[config.mk]
export PLATFORM = sky130hd
export DESIGN_NAME = fsdo_regs
export DESIGN_NICKNAME = d
export VERILOG_FILES = /design/src/fsdo_pkg.sv /design/src/fsdo_regs.sv
export VERILOG_INCLUDE_DIRS = /design/src
export SDC_FILE = /design/constraint.sdc
export NUM_CORES = 1
export LEC_CHECK = 0
export BUFFER_PORTS_ARGS = -buffer_cell sky130_fd_sc_hd__buf_2
export CORE_ASPECT_RATIO = 1.2
export CORE_MARGIN = 5
export CORE_UTILIZATION = 45
export CTS_BUF_LIST = sky130_fd_sc_hd__clkbuf_8
export CTS_CLUSTER_DIAMETER = 40
export DETAILED_ROUTE_END_ITERATION = 12
export PLACE_DENSITY = 0.75
export SYNTH_ARGS = -nofsm -noshare
export SYNTH_HDL_FRONTEND = slang
export SYNTH_SLANG_ARGS = --single-unit
[constraint.sdc]
create_clock -name I_CLK -period 2.8 [get_ports I_CLK]
set_input_delay 0.28 -clock I_CLK [delete_from_list [all_inputs] [get_ports I_CLK]]
set_output_delay 0.28 -clock I_CLK [all_outputs]
set_load 0.05 [all_outputs]
[src/fsdo_defines.svh]
// Register map, field positions, reset values and timing counts for the
// floppy status and drive output register bank.
// Assumes a 200 MHz controller clock and a 32-bit AXI4-Lite register bus.
`ifndef FSDO_DEFINES_SVH
`define FSDO_DEFINES_SVH

// Register indexes; byte address is four times the index
`define FSDO_STA_A_IDX 8'h00
`define FSDO_STA_B_IDX 8'h01
`define FSDO_DOC_IDX 8'h02
`define FSDO_CFG_IDX 8'h08
`define FSDO_STA_A_ADDR (`FSDO_STA_A_IDX << 2)
`define FSDO_STA_B_ADDR (`FSDO_STA_B_IDX << 2)
`define FSDO_DOC_ADDR (`FSDO_DOC_IDX << 2)
`define FSDO_CFG_ADDR (`FSDO_CFG_IDX << 2)

// Output register fields
`define FSDO_DOC_SOFT_RST_BIT 2
`define FSDO_DOC_DMA_BIT 3
`define FSDO_DOC_MOTOR_LSB 4
`define FSDO_DOC_RST 8'h00

// Configuration register fields
`define FSDO_CFG_ALT_BIT 0
`define FSDO_CFG_FOUR_BIT 1
`define FSDO_CFG_EN_BIT 2
`define FSDO_CFG_XCHG_BIT 3
`define FSDO_CFG_RST 4'h4

// Status fields
`define FSDO_STA_A_STEP_BIT 5
`define FSDO_STA_A_IRQ_BIT 7
`define FSDO_STA_B_RSVD 2'h3
`define FSDO_FLOAT_DATA 8'hff

// Bus responses
`define FSDO_RESP_OKAY 2'h0
`define FSDO_RESP_SLVERR 2'h2

// Latch strobe timing on motor one
`define FSDO_CLK_NS 5
`define FSDO_STB_MIN_NS 25
`define FSDO_STB_MAX_NS 80
`define FSDO_STB_DLY_CYC ((`FSDO_STB_MIN_NS + `FSDO_CLK_NS - 1) / `FSDO_CLK_NS)
`define FSDO_STB_WIDTH_CYC 4

`endif

[src/fsdo_pkg.sv]
// Types shared by the floppy status and drive output register bank.
// Assumes fsdo_defines.svh is compiled with it.
`default_nettype none
package fsdo_pkg;

  // Latch strobe sequencer; one bit changes per step except HIGH back to IDLE
  typedef enum logic [1:0] {
    FSDO_STB_IDLE = 2'h0,
    FSDO_STB_WAIT = 2'h1,
    FSDO_STB_HIGH = 2'h3
  } fsdo_stb_type;

  // Whole state of the register bank
  typedef struct packed {
    logic aw_full;
    logic [7:0] aw_addr;
    logic aw_rdy;
    logic w_full;
    logic [7:0] w_data;
    logic w_lane0;
    logic w_rdy;
    logic b_vld;
    logic [1:0] b_resp;
    logic ar_rdy;
    logic r_vld;
    logic [1:0] r_resp;
    logic [7:0] r_data;
    logic [7:0] doc;
    logic [3:0] cfg;
    logic rd_meta;
    logic rd_sync;
    logic rd_prev;
    logic wd_prev;
    logic par_rd;
    logic par_wd;
    logic [1:0] dsel_n;
    logic motor_zero_out_n;
    logic motor_one_out_n;
    logic soft_rst;
    logic dma_en;
    fsdo_stb_type stb;
    logic [4:0] stb_cnt;
  } fsdo_state_type;

endpackage
`default_nettype wire

[src/fsdo_regs.sv]
// Status A, diagnostic status B and drive output registers of a floppy
// controller, reached over AXI4-Lite.
// Assumes step, write gate, write data and interrupt come from the command
// engine on I_CLK; read data arrives from the drive pin and is synchronised.
//
// Design decision made here: the AXI4-Lite register port.
`timescale 1ns/1ps
`include "fsdo_defines.svh"
`default_nettype none

module fsdo_regs (
  // Clock and reset
  input wire logic I_CLK,
  input wire logic I_RST_N,
  // AXI4-Lite write address and data
  input wire logic I_AWVALID,
  output logic O_AWREADY,
  input wire logic [7:0] I_AWADDR,
  input wire logic I_WVALID,
  output logic O_WREADY,
  input wire logic [31:0] I_WDATA,
  input wire logic [3:0] I_WSTRB,
  // AXI4-Lite write response
  output logic O_BVALID,
  input wire logic I_BREADY,
  output logic [1:0] O_BRESP,
  // AXI4-Lite read
  input wire logic I_ARVALID,
  output logic O_ARREADY,
  input wire logic [7:0] I_ARADDR,
  output logic O_RVALID,
  input wire logic I_RREADY,
  output logic [31:0] O_RDATA,
  output logic [1:0] O_RRESP,
  // Command engine signals
  input wire logic I_STEP_N,
  input wire logic I_WRITE_GATE_N,
  input wire logic I_WDATA_OUT_N,
  input wire logic I_IRQ,
  // Drive pin input
  input wire logic I_RDATA_N,
  // Drive interface outputs
  output logic [1:0] O_DRIVE_SEL_N,
  output logic O_MOTOR_ZERO_N,
  output logic O_MOTOR_ONE_N,
  // Controller control outputs
  output logic O_SOFT_RESET,
  output logic O_DMA_ENABLE
);

  fsdo_pkg::fsdo_state_type s_q;
  fsdo_pkg::fsdo_state_type s_d;

  // Motor enable bit of the drive picked by the select bits
  function automatic logic sel_motor(input logic [7:0] doc);
    sel_motor = doc[`FSDO_DOC_MOTOR_LSB + {30'h0, doc[1:0]}];
  endfunction

  // Word index of a byte address, or all ones when misaligned
  function automatic logic [7:0] word_idx(input logic [7:0] addr);
    if (addr[1:0] != 2'h0) begin
      word_idx = 8'hff;
    end else begin
      word_idx = {2'h0, addr[7:2]};
    end
  endfunction

  // Next state: bus slave, registers, status and drive outputs
  always_comb begin
    logic [7:0] widx;
    logic [7:0] ridx;
    logic [7:0] sta_a;
    logic [7:0] sta_b;
    logic wr_go;
    logic doc_wr;
    logic alt_mode;
    logic four;
    logic en;
    logic xchg;
    s_d = s_q;
    widx = word_idx(s_q.aw_addr);
    ridx = word_idx(I_ARADDR);
    sta_a = 8'h00;
    sta_b = 8'h00;
    wr_go = 1'b0;
    doc_wr = 1'b0;
    // Reads see the mode as it stood when the address was taken
    alt_mode = s_q.cfg[`FSDO_CFG_ALT_BIT];
    // Drive-side mode bits are refreshed once this cycle's write is known
    four = 1'b0;
    en = 1'b0;
    xchg = 1'b0;

    // Read data pin: two flops before any logic
    s_d.rd_meta = I_RDATA_N;
    s_d.rd_sync = s_q.rd_meta;
    s_d.rd_prev = s_q.rd_sync;
    s_d.wd_prev = I_WDATA_OUT_N;

    // Parity toggles on the rising, inactive-going edge
    // Parity is never cleared by a software reset or by a status read
    if (s_q.rd_sync && !s_q.rd_prev) begin
      s_d.par_rd = ~s_q.par_rd;
    end
    if (I_WDATA_OUT_N && !s_q.wd_prev) begin
      s_d.par_wd = ~s_q.par_wd;
    end

    // Write address and data are held until both are present
    if (I_AWVALID && s_q.aw_rdy) begin
      s_d.aw_full = 1'b1;
      s_d.aw_addr = I_AWADDR;
    end
    if (I_WVALID && s_q.w_rdy) begin
      s_d.w_full = 1'b1;
      s_d.w_data = I_WDATA[7:0];
      s_d.w_lane0 = I_WSTRB[0];
    end
    if (s_q.b_vld && I_BREADY) begin
      s_d.b_vld = 1'b0;
    end

    // Perform the write once both halves are held and no answer is pending
    if (s_q.aw_full && s_q.w_full && !s_q.b_vld) begin
      wr_go = 1'b1;
      s_d.aw_full = 1'b0;
      s_d.w_full = 1'b0;
      s_d.b_vld = 1'b1;
      s_d.b_resp = `FSDO_RESP_OKAY;
    end
    if (wr_go) begin
      if (widx == `FSDO_DOC_IDX) begin
        doc_wr = 1'b1;
        if (s_q.w_lane0) begin
          s_d.doc = s_q.w_data;
        end
      end else if (widx == `FSDO_CFG_IDX) begin
        if (s_q.w_lane0) begin
          s_d.cfg = s_q.w_data[3:0];
        end
      end else if (widx == `FSDO_STA_A_IDX) begin
        // Status registers are read only: the write is dropped, not refused
        s_d.b_resp = `FSDO_RESP_OKAY;
      end else if (widx == `FSDO_STA_B_IDX) begin
        s_d.b_resp = `FSDO_RESP_OKAY;
      end else begin
        s_d.b_resp = `FSDO_RESP_SLVERR;
      end
    end
    s_d.aw_rdy = !s_d.aw_full;
    s_d.w_rdy = !s_d.w_full;

    // Drive outputs follow the configuration written in this same cycle,
    // so a mode change never leaves select and motor pins a cycle apart
    four = s_d.cfg[`FSDO_CFG_FOUR_BIT];
    en = s_d.cfg[`FSDO_CFG_EN_BIT];
    xchg = s_d.cfg[`FSDO_CFG_XCHG_BIT];

    // Status A: step and interrupt; other bits lie outside this bank
    sta_a[`FSDO_STA_A_STEP_BIT] = ~I_STEP_N;
    sta_a[`FSDO_STA_A_IRQ_BIT] = I_IRQ;

    // Status B assembled from output flops, the write gate input and parity bits
    sta_b[0] = ~s_q.motor_zero_out_n;
    sta_b[1] = ~s_q.motor_one_out_n;
    sta_b[2] = ~I_WRITE_GATE_N;
    sta_b[3] = s_q.par_rd;
    sta_b[4] = s_q.par_wd;
    sta_b[5] = s_q.doc[0];
    sta_b[7:6] = `FSDO_STA_B_RSVD;

    // Read channel: status reads only return data, nothing else moves
    // Legacy mode floats status reads; the low data byte then shows all ones
    if (s_q.r_vld && I_RREADY) begin
      s_d.r_vld = 1'b0;
    end
    if (I_ARVALID && s_q.ar_rdy) begin
      s_d.r_vld = 1'b1;
      s_d.r_resp = `FSDO_RESP_OKAY;
      if (ridx == `FSDO_STA_A_IDX) begin
        s_d.r_data = alt_mode ? sta_a : `FSDO_FLOAT_DATA;
      end else if (ridx == `FSDO_STA_B_IDX) begin
        s_d.r_data = alt_mode ? sta_b : `FSDO_FLOAT_DATA;
      end else if (ridx == `FSDO_DOC_IDX) begin
        s_d.r_data = s_q.doc;
      end else if (ridx == `FSDO_CFG_IDX) begin
        s_d.r_data = {4'h0, s_q.cfg};
      end else begin
        s_d.r_data = 8'h00;
        s_d.r_resp = `FSDO_RESP_SLVERR;
      end
    end
    s_d.ar_rdy = !s_d.r_vld;

    // Software reset follows the output register; DMA gate is its DMA bit or alternate mode
    s_d.soft_rst = ~s_d.doc[`FSDO_DOC_SOFT_RST_BIT];
    s_d.dma_en = s_d.cfg[`FSDO_CFG_ALT_BIT]
      | s_d.doc[`FSDO_DOC_DMA_BIT];

    // Drive select and motor outputs; a disabled controller drives nothing
    if (!en) begin
      s_d.dsel_n = 2'h3;
      s_d.motor_zero_out_n = 1'b1;
    end else if (four) begin
      // Encoded selects feed an outside decoder; motor zero carries the
      // enable bit of whichever drive the select bits name
      s_d.dsel_n = s_d.doc[1:0];
      s_d.motor_zero_out_n = ~sel_motor(s_d.doc);
    end else begin
      // Two drives: one-hot active-low select, direct motor bits
      s_d.dsel_n = 2'h3;
      s_d.motor_zero_out_n = ~s_d.doc[`FSDO_DOC_MOTOR_LSB];
      s_d.motor_one_out_n = ~s_d.doc[`FSDO_DOC_MOTOR_LSB + 1];
      if (s_d.doc[1:0] == 2'h0) begin
        s_d.dsel_n = 2'h2;
      end else if (s_d.doc[1:0] == 2'h1) begin
        s_d.dsel_n = 2'h1;
      end else if (s_d.doc[1:0] == 2'h2 && xchg) begin
        // Exchanged drive 2 takes over pin 0 and the motor zero output
        s_d.dsel_n = 2'h2;
        s_d.motor_zero_out_n = ~s_d.doc[`FSDO_DOC_MOTOR_LSB + 2];
      end
    end

    // Latch strobe on motor one after each output register write in four-drive mode.
    // The delay counts from the edge that loads the register, which keeps
    // the leading edge inside the allowed window. A write that lands while
    // a strobe runs does not start a second one.
    case (s_q.stb)
      fsdo_pkg::FSDO_STB_IDLE: begin
        if (doc_wr) begin
          s_d.stb = fsdo_pkg::FSDO_STB_WAIT;
          s_d.stb_cnt = 5'(`FSDO_STB_DLY_CYC - 1);
        end
      end
      fsdo_pkg::FSDO_STB_WAIT: begin
        if (s_q.stb_cnt == 5'h0) begin
          s_d.stb = fsdo_pkg::FSDO_STB_HIGH;
          s_d.stb_cnt = 5'(`FSDO_STB_WIDTH_CYC - 1);
        end else begin
          s_d.stb_cnt = s_q.stb_cnt - 5'h1;
        end
      end
      fsdo_pkg::FSDO_STB_HIGH: begin
        if (s_q.stb_cnt == 5'h0) begin
          s_d.stb = fsdo_pkg::FSDO_STB_IDLE;
        end else begin
          s_d.stb_cnt = s_q.stb_cnt - 5'h1;
        end
      end
      default: begin
        s_d.stb = fsdo_pkg::FSDO_STB_IDLE;
      end
    endcase
    // In four-drive mode motor one idles low and is high only while the
    // strobe stands; in two-drive mode the branch above has set it, and disabled it is held high
    if (en && four) begin
      s_d.motor_one_out_n = (s_d.stb == fsdo_pkg::FSDO_STB_HIGH);
    end else if (!en) begin
      s_d.motor_one_out_n = 1'b1;
    end
  end

  // State register; hardware reset loads constants only.
  // Synchroniser and edge flops reset to the idle high level of their
  // lines so that release of reset never looks like a data edge.
  always_ff @(posedge I_CLK or negedge I_RST_N) begin
    if (!I_RST_N) begin
      s_q <= '0;
      s_q.aw_rdy <= 1'b1;
      s_q.w_rdy <= 1'b1;
      s_q.ar_rdy <= 1'b1;
      s_q.doc <= `FSDO_DOC_RST;
      s_q.cfg <= `FSDO_CFG_RST;
      s_q.rd_meta <= 1'b1;
      s_q.rd_sync <= 1'b1;
      s_q.rd_prev <= 1'b1;
      s_q.wd_prev <= 1'b1;
      s_q.dsel_n <= 2'h2;
      s_q.motor_zero_out_n <= 1'b1;
      s_q.motor_one_out_n <= 1'b1;
      s_q.soft_rst <= 1'b1;
      s_q.stb <= fsdo_pkg::FSDO_STB_IDLE;
    end else begin
      s_q <= s_d;
    end
  end

  // Outputs straight from the state register
  assign O_AWREADY = s_q.aw_rdy;
  assign O_WREADY = s_q.w_rdy;
  assign O_BVALID = s_q.b_vld;
  assign O_BRESP = s_q.b_resp;
  assign O_ARREADY = s_q.ar_rdy;
  assign O_RVALID = s_q.r_vld;
  assign O_RRESP = s_q.r_resp;
  assign O_RDATA = {24'h0, s_q.r_data};
  assign O_DRIVE_SEL_N = s_q.dsel_n;
  assign O_MOTOR_ZERO_N = s_q.motor_zero_out_n;
  assign O_MOTOR_ONE_N = s_q.motor_one_out_n;
  assign O_SOFT_RESET = s_q.soft_rst;
  assign O_DMA_ENABLE = s_q.dma_en;

endmodule // fsdo_regs

`default_nettype wire

# Word-level counts from Yosys, hierarchy flattened
# Cells that the tools add are included.
# totals
regBits	67
in_bits	64
output_inout_bits	47
wordCells	137
# classes
addsub	2
magnitude_cmp	1
n_eq_ne	14
muxes	53
n_bitwise	12
reduce_logical	27
# ops
op	n
2-to-1 mux 8 bit	8
2-to-1 mux 2 bit	14
== test 8 x 1 -> 1 bit (second input constant)	2
== test 8 x 2 -> 1 bit (second input constant)	2
== test 8 x 4 -> 1 bit (second input constant)	2
zero test 8 bit	2
2-to-1 mux 4 bit	4
case mux 5 bit (3 select lines)	1
2-to-1 mux 1 bit	13
2-to-1 mux 12 bit	1
logical AND 1 bit	11
2-to-1 mux 11 bit	1
NOT 1 bit	11
2-to-1 mux 10 bit	1
2-to-1 mux 5 bit	2
2-to-1 mux 3 bit	3
2-to-1 mux 9 bit	1
2-to-1 mux 7 bit	1
== test 2 bit (second input constant)	3
zero test 1 bit	6
2-to-1 mux 6 bit	1
case mux 2 bit (3 select lines)	1
nonzero test 2 bit	3
zero test 5 bit	1
other kinds (11)	14

# Longest topological paths before layout
# depth
ltp_word	13
mapped_depth	8
mapped_depth_nobuf	8

# Worst setup path before layout
# Ideal clock, no wire load.
# synth_timing
path_kind	reg-to-reg
from	reg s_q (netlist bit O_BVALID)
to	reg s_q (netlist bit O_MOTOR_ZERO_N)
setup_ps	81
arrival_time_ps	1947
required_time_ps	2719
slack_ps	772
path_stages_with_launch	7
path_buffers	0
period_less_slack_ps	2028
path_cell_list	dfrtp_1 nand3b_1 nand4b_2 mux2i_1 or3b_1 a21oi_1 o21ai_1
# synth_lines
item	line	text
start, declared	fsdo_regs.sv:51	fsdo_pkg::fsdo_state_type s_q;

==> flow_summary.json <==
{
  "dp.cells": 422,
  "layout.nets": 412,
  "status": "finished, final reports clean",
  "synthDistinctLibCells": 52,
  "vias": 2204,
  "hold_viol": 0,
  "synth_flop_cell": "dfrtp_1",
  "seq_power_share_pct": 46.9,
  "fin_crit_sh_pct": 76.7,
  "synthSimpleGateAreaFrac_pct": 13.9,
  "die_y_um": 102,
  "path_max_fanout": 11,
  "switching_share_pct": 36.4,
  "synthAdderAreaFrac_pct": 0.784,
  "place_congestion": 0.835,
  "area_delta_synth_final_pct": 12.5,
  "min_period_ns": 2.15,
  "wl_per_cell_um": 14.1,
  "fin_setup_tns_ns": 0,
  "postCtsSetupBuffers": 0,
  "numClockSinks": 66,
  "r2r_slack_ns": 0.65,
  "path_class": "reg -> reg",
  "track_usage_pct": 15.3,
  "cts_resized": 0,
  "hp-class": "in -> reg",
  "ys_top_cells_by_count": "54 x dfrtp_1, 38 x buf_4, 32 x nand2_1",
  "dp_slack_ns": 0.627,
  "clkPwrFrac_pct": 24.6,
  "syn_inst": 293,
  "synth.area.mux_share_pct": 11.3,
  "die_w_um": 86.9,
  "grt_setup_unrepaired": "no",
  "antenna_cells": 0,
  "grt_pass1_wl_um": 10500,
  "drc": 0,
  "wl_um": 6170,
  "timing.hold.ws_ns": 0.0334,
  "cts_tree": "built",
  "synthXorXnorAreaFrac_pct": 0.823,
  "cell_internal_pwr_uw": 1950,
  "reg2reg_depth": 6,
  "netSwitchingPower_uw": 1120,
  "rows": 33,
  "arrival_ns": 2.42,
  "timing.rr.start": "s_q[59]",
  "grt_overflow": 0,
  "synth_area_leaders": "dfrtp_1 42%, dfstp_2 9.9%, buf_4 8.9%, mux2_2 8.8%, nand2_1 3.8%",
  "dpl.hpwl_um": 4550,
  "netlist_area_um2": 3190,
  "root_buffer": "clkbuf_8",
  "startpoint_type": "register",
  "synth_top_area_share_pct": 42.3,
  "synth_compound_area_share_pct": 9.80,
  "synth_seq_area_share_pct": 52.2,
  "htree_num_levels": 3,
  "worstSetupEndpointType": "register",
  "cts_buffers": 9,
  "cp.required_ns": 3.07,
  "cts_hold_buf": 0,
  "grt_max_degree": 38,
  "core_um2": 6900,
  "synthArstFlopShare_pct": 100,
  "synth_area_per_cell_um2": 10.9,
  "clk_pin_slew_ns": 0.08,
  "drt-initial-drc-count": 88,
  "grt_pass1_vias": 2345,
  "vias_per_cell": 5.03,
  "worstSetupEndpoint": "O_MOTOR_ZERO_N",
  "tightest_slew_ns": 0.840,
  "p_comb_share_pct": 28.5,
  "synth_top_family_by_area": "simple AND/OR/NAND/NOR gates",
  "port_buffers": 58,
  "final_area_um2": 3590,
  "drive_gt1_share_pct": 35.9,
  "design.die.area_um2": 8890,
  "final.setup.worst_slack_ns": 0.652,
  "antenna_found_initial": 0,
  "ys_warn_count": 0,
  "synth.most_common_cell": "dfrtp_1",
  "report.final.slew_viol_count": 0,
  "ys_ff_latch": 66,
  "r2r_end": "O_MOTOR_ZERO_N",
  "pin_count": 111,
  "synth_edf_count": 0,
  "fmax_mhz": 465,
  "yosysTopAreaCell": "dfrtp_1",
  "ant_nets": 0,
  "fin_skew_ns": 0.0119,
  "p_leak_uw": 0.00176,
  "placed_cell_area_um2": 3400,
  "setup_viol": 0,
  "insertion_delay_ns": 0.34,
  "startpoint": "s_q[59]",
  "drt_first_pass_iters": 4,
  "vdd_drop_max_v": 0.000748,
  "cap_viol_max_count": 0,
  "start_util_pct": 46.3,
  "final_cells": 438,
  "cts_buffer_depth": 2,
  "slew_headroom_pct": 44.0,
  "power_density_nw_per_um2": 855
}
## sequential cells by signal (all words and copies together), names as in the netlist, 2 cells and up
name           count
O_RDATA            8
O_DRIVE_SEL_N      2
O_BRESP            2
s_d                2
s_q               42
## kinds of logic (layout without fill, tap and decap cells)
family | Yosys count | after routing
AO/OA/AOI/OAI | 52 | 52
adder cells (fa/ha/maj) | 2 | 2
buffers and inverters | 54 | 88
AND/OR/NAND/NOR | 83 | 83
flip-flops | 66 | 66
multiplexers | 32 | 32
other | 1 | 25
XOR/XNOR | 3 | 3
## power by group through the flow
stage	Sequential [uW]	Combinational, uW	Clock, uW
5_1_grt	1480	971	818
3_5_place_dp	1460	884	0
3_3_place_gp	1440	850	0
6_report	1440	876	756
2_1_floorplan	1500	645	0
4_1_cts	1440	885	782
## layer usage
metal	track usage, %	part of all wire [%]	wire [um]	vias up
met1	18.0	41	2510	1053
met5	0	0	0	-
met3	5.89	10	648	6
li1	-	-	-	1054
met2	25.4	47	2920	91
met4	5.76	1.4	87	0
## critical path, cell delays in order (launching register included)
cell	delay [ns]
dfrtp_1	0.42
nor4_4	0.32
nand4_2	0.39
mux2i_2	0.31
or3b_1	0.39
a21oi_1	0.15
o21ai_1	0.09
## metrics by stage
| stage | util (%) | power (uW) |
|---|---|---|
| 2_1_floorplan | - | 2150 |
| 3_3_place_gp | 49.3 | 2290 |
| 3_5_place_dp | 49.3 | 2340 |
| 4_1_cts | 52.1 | 3110 |
| 5_1_grt | 52.1 | 3270 |
| 6_report | 52.1 | 3070 |
## worst min-delay path by stage
stage,from,to,slack (ns),depth (start not counted)
6_report,I_RDATA_N,s_d[17],0.03,1
5_1_grt,I_RDATA_N,s_d[17],0.01,1
4_1_cts,I_RDATA_N,s_d[17],0.008,1
3_5_place_dp,s_d[17],s_d[16],0.35,0
3_3_place_gp,s_d[17],s_d[16],0.35,0
2_1_floorplan,I_RST_N,O_BRESP[0],-0.02,0
## placed cells by master, fill, tap and decap left out, types with 12 or more instances in the layout
| cell type | netlist | final |
|---|---|---|
| inv_1 | 12 | 12 |
| a21oi_1 | 16 | 16 |
| buf_2 | 0 | 58 |
| dfstp_2 | 12 | 12 |
| mux2_2 | 25 | 25 |
| conb_1 | 1 | 25 |
| clkbuf_8 | 0 | 12 |
| nor2_1 | 19 | 19 |
| o21ai_0 | 17 | 17 |
| nand2_1 | 32 | 32 |
| dfrtp_1 | 54 | 54 |
## final cells by class
| cell class | instances | area [um^2] |
|---|---|---|
| Multi-Input combinational cell | 197 | 1260 |
| Tap cell | 87 | 109 |
| Inverter | 12 | 45.0 |
| Clock buffer | 12 | 165 |
| Sequential cell | 66 | 1670 |
| Fill cell | 646 | 3300 |
| Clock inverter | 4 | 25.0 |
| Timing Repair Buffer | 60 | 318 |
No activity file was read; power rests on OpenSTA's default activity.
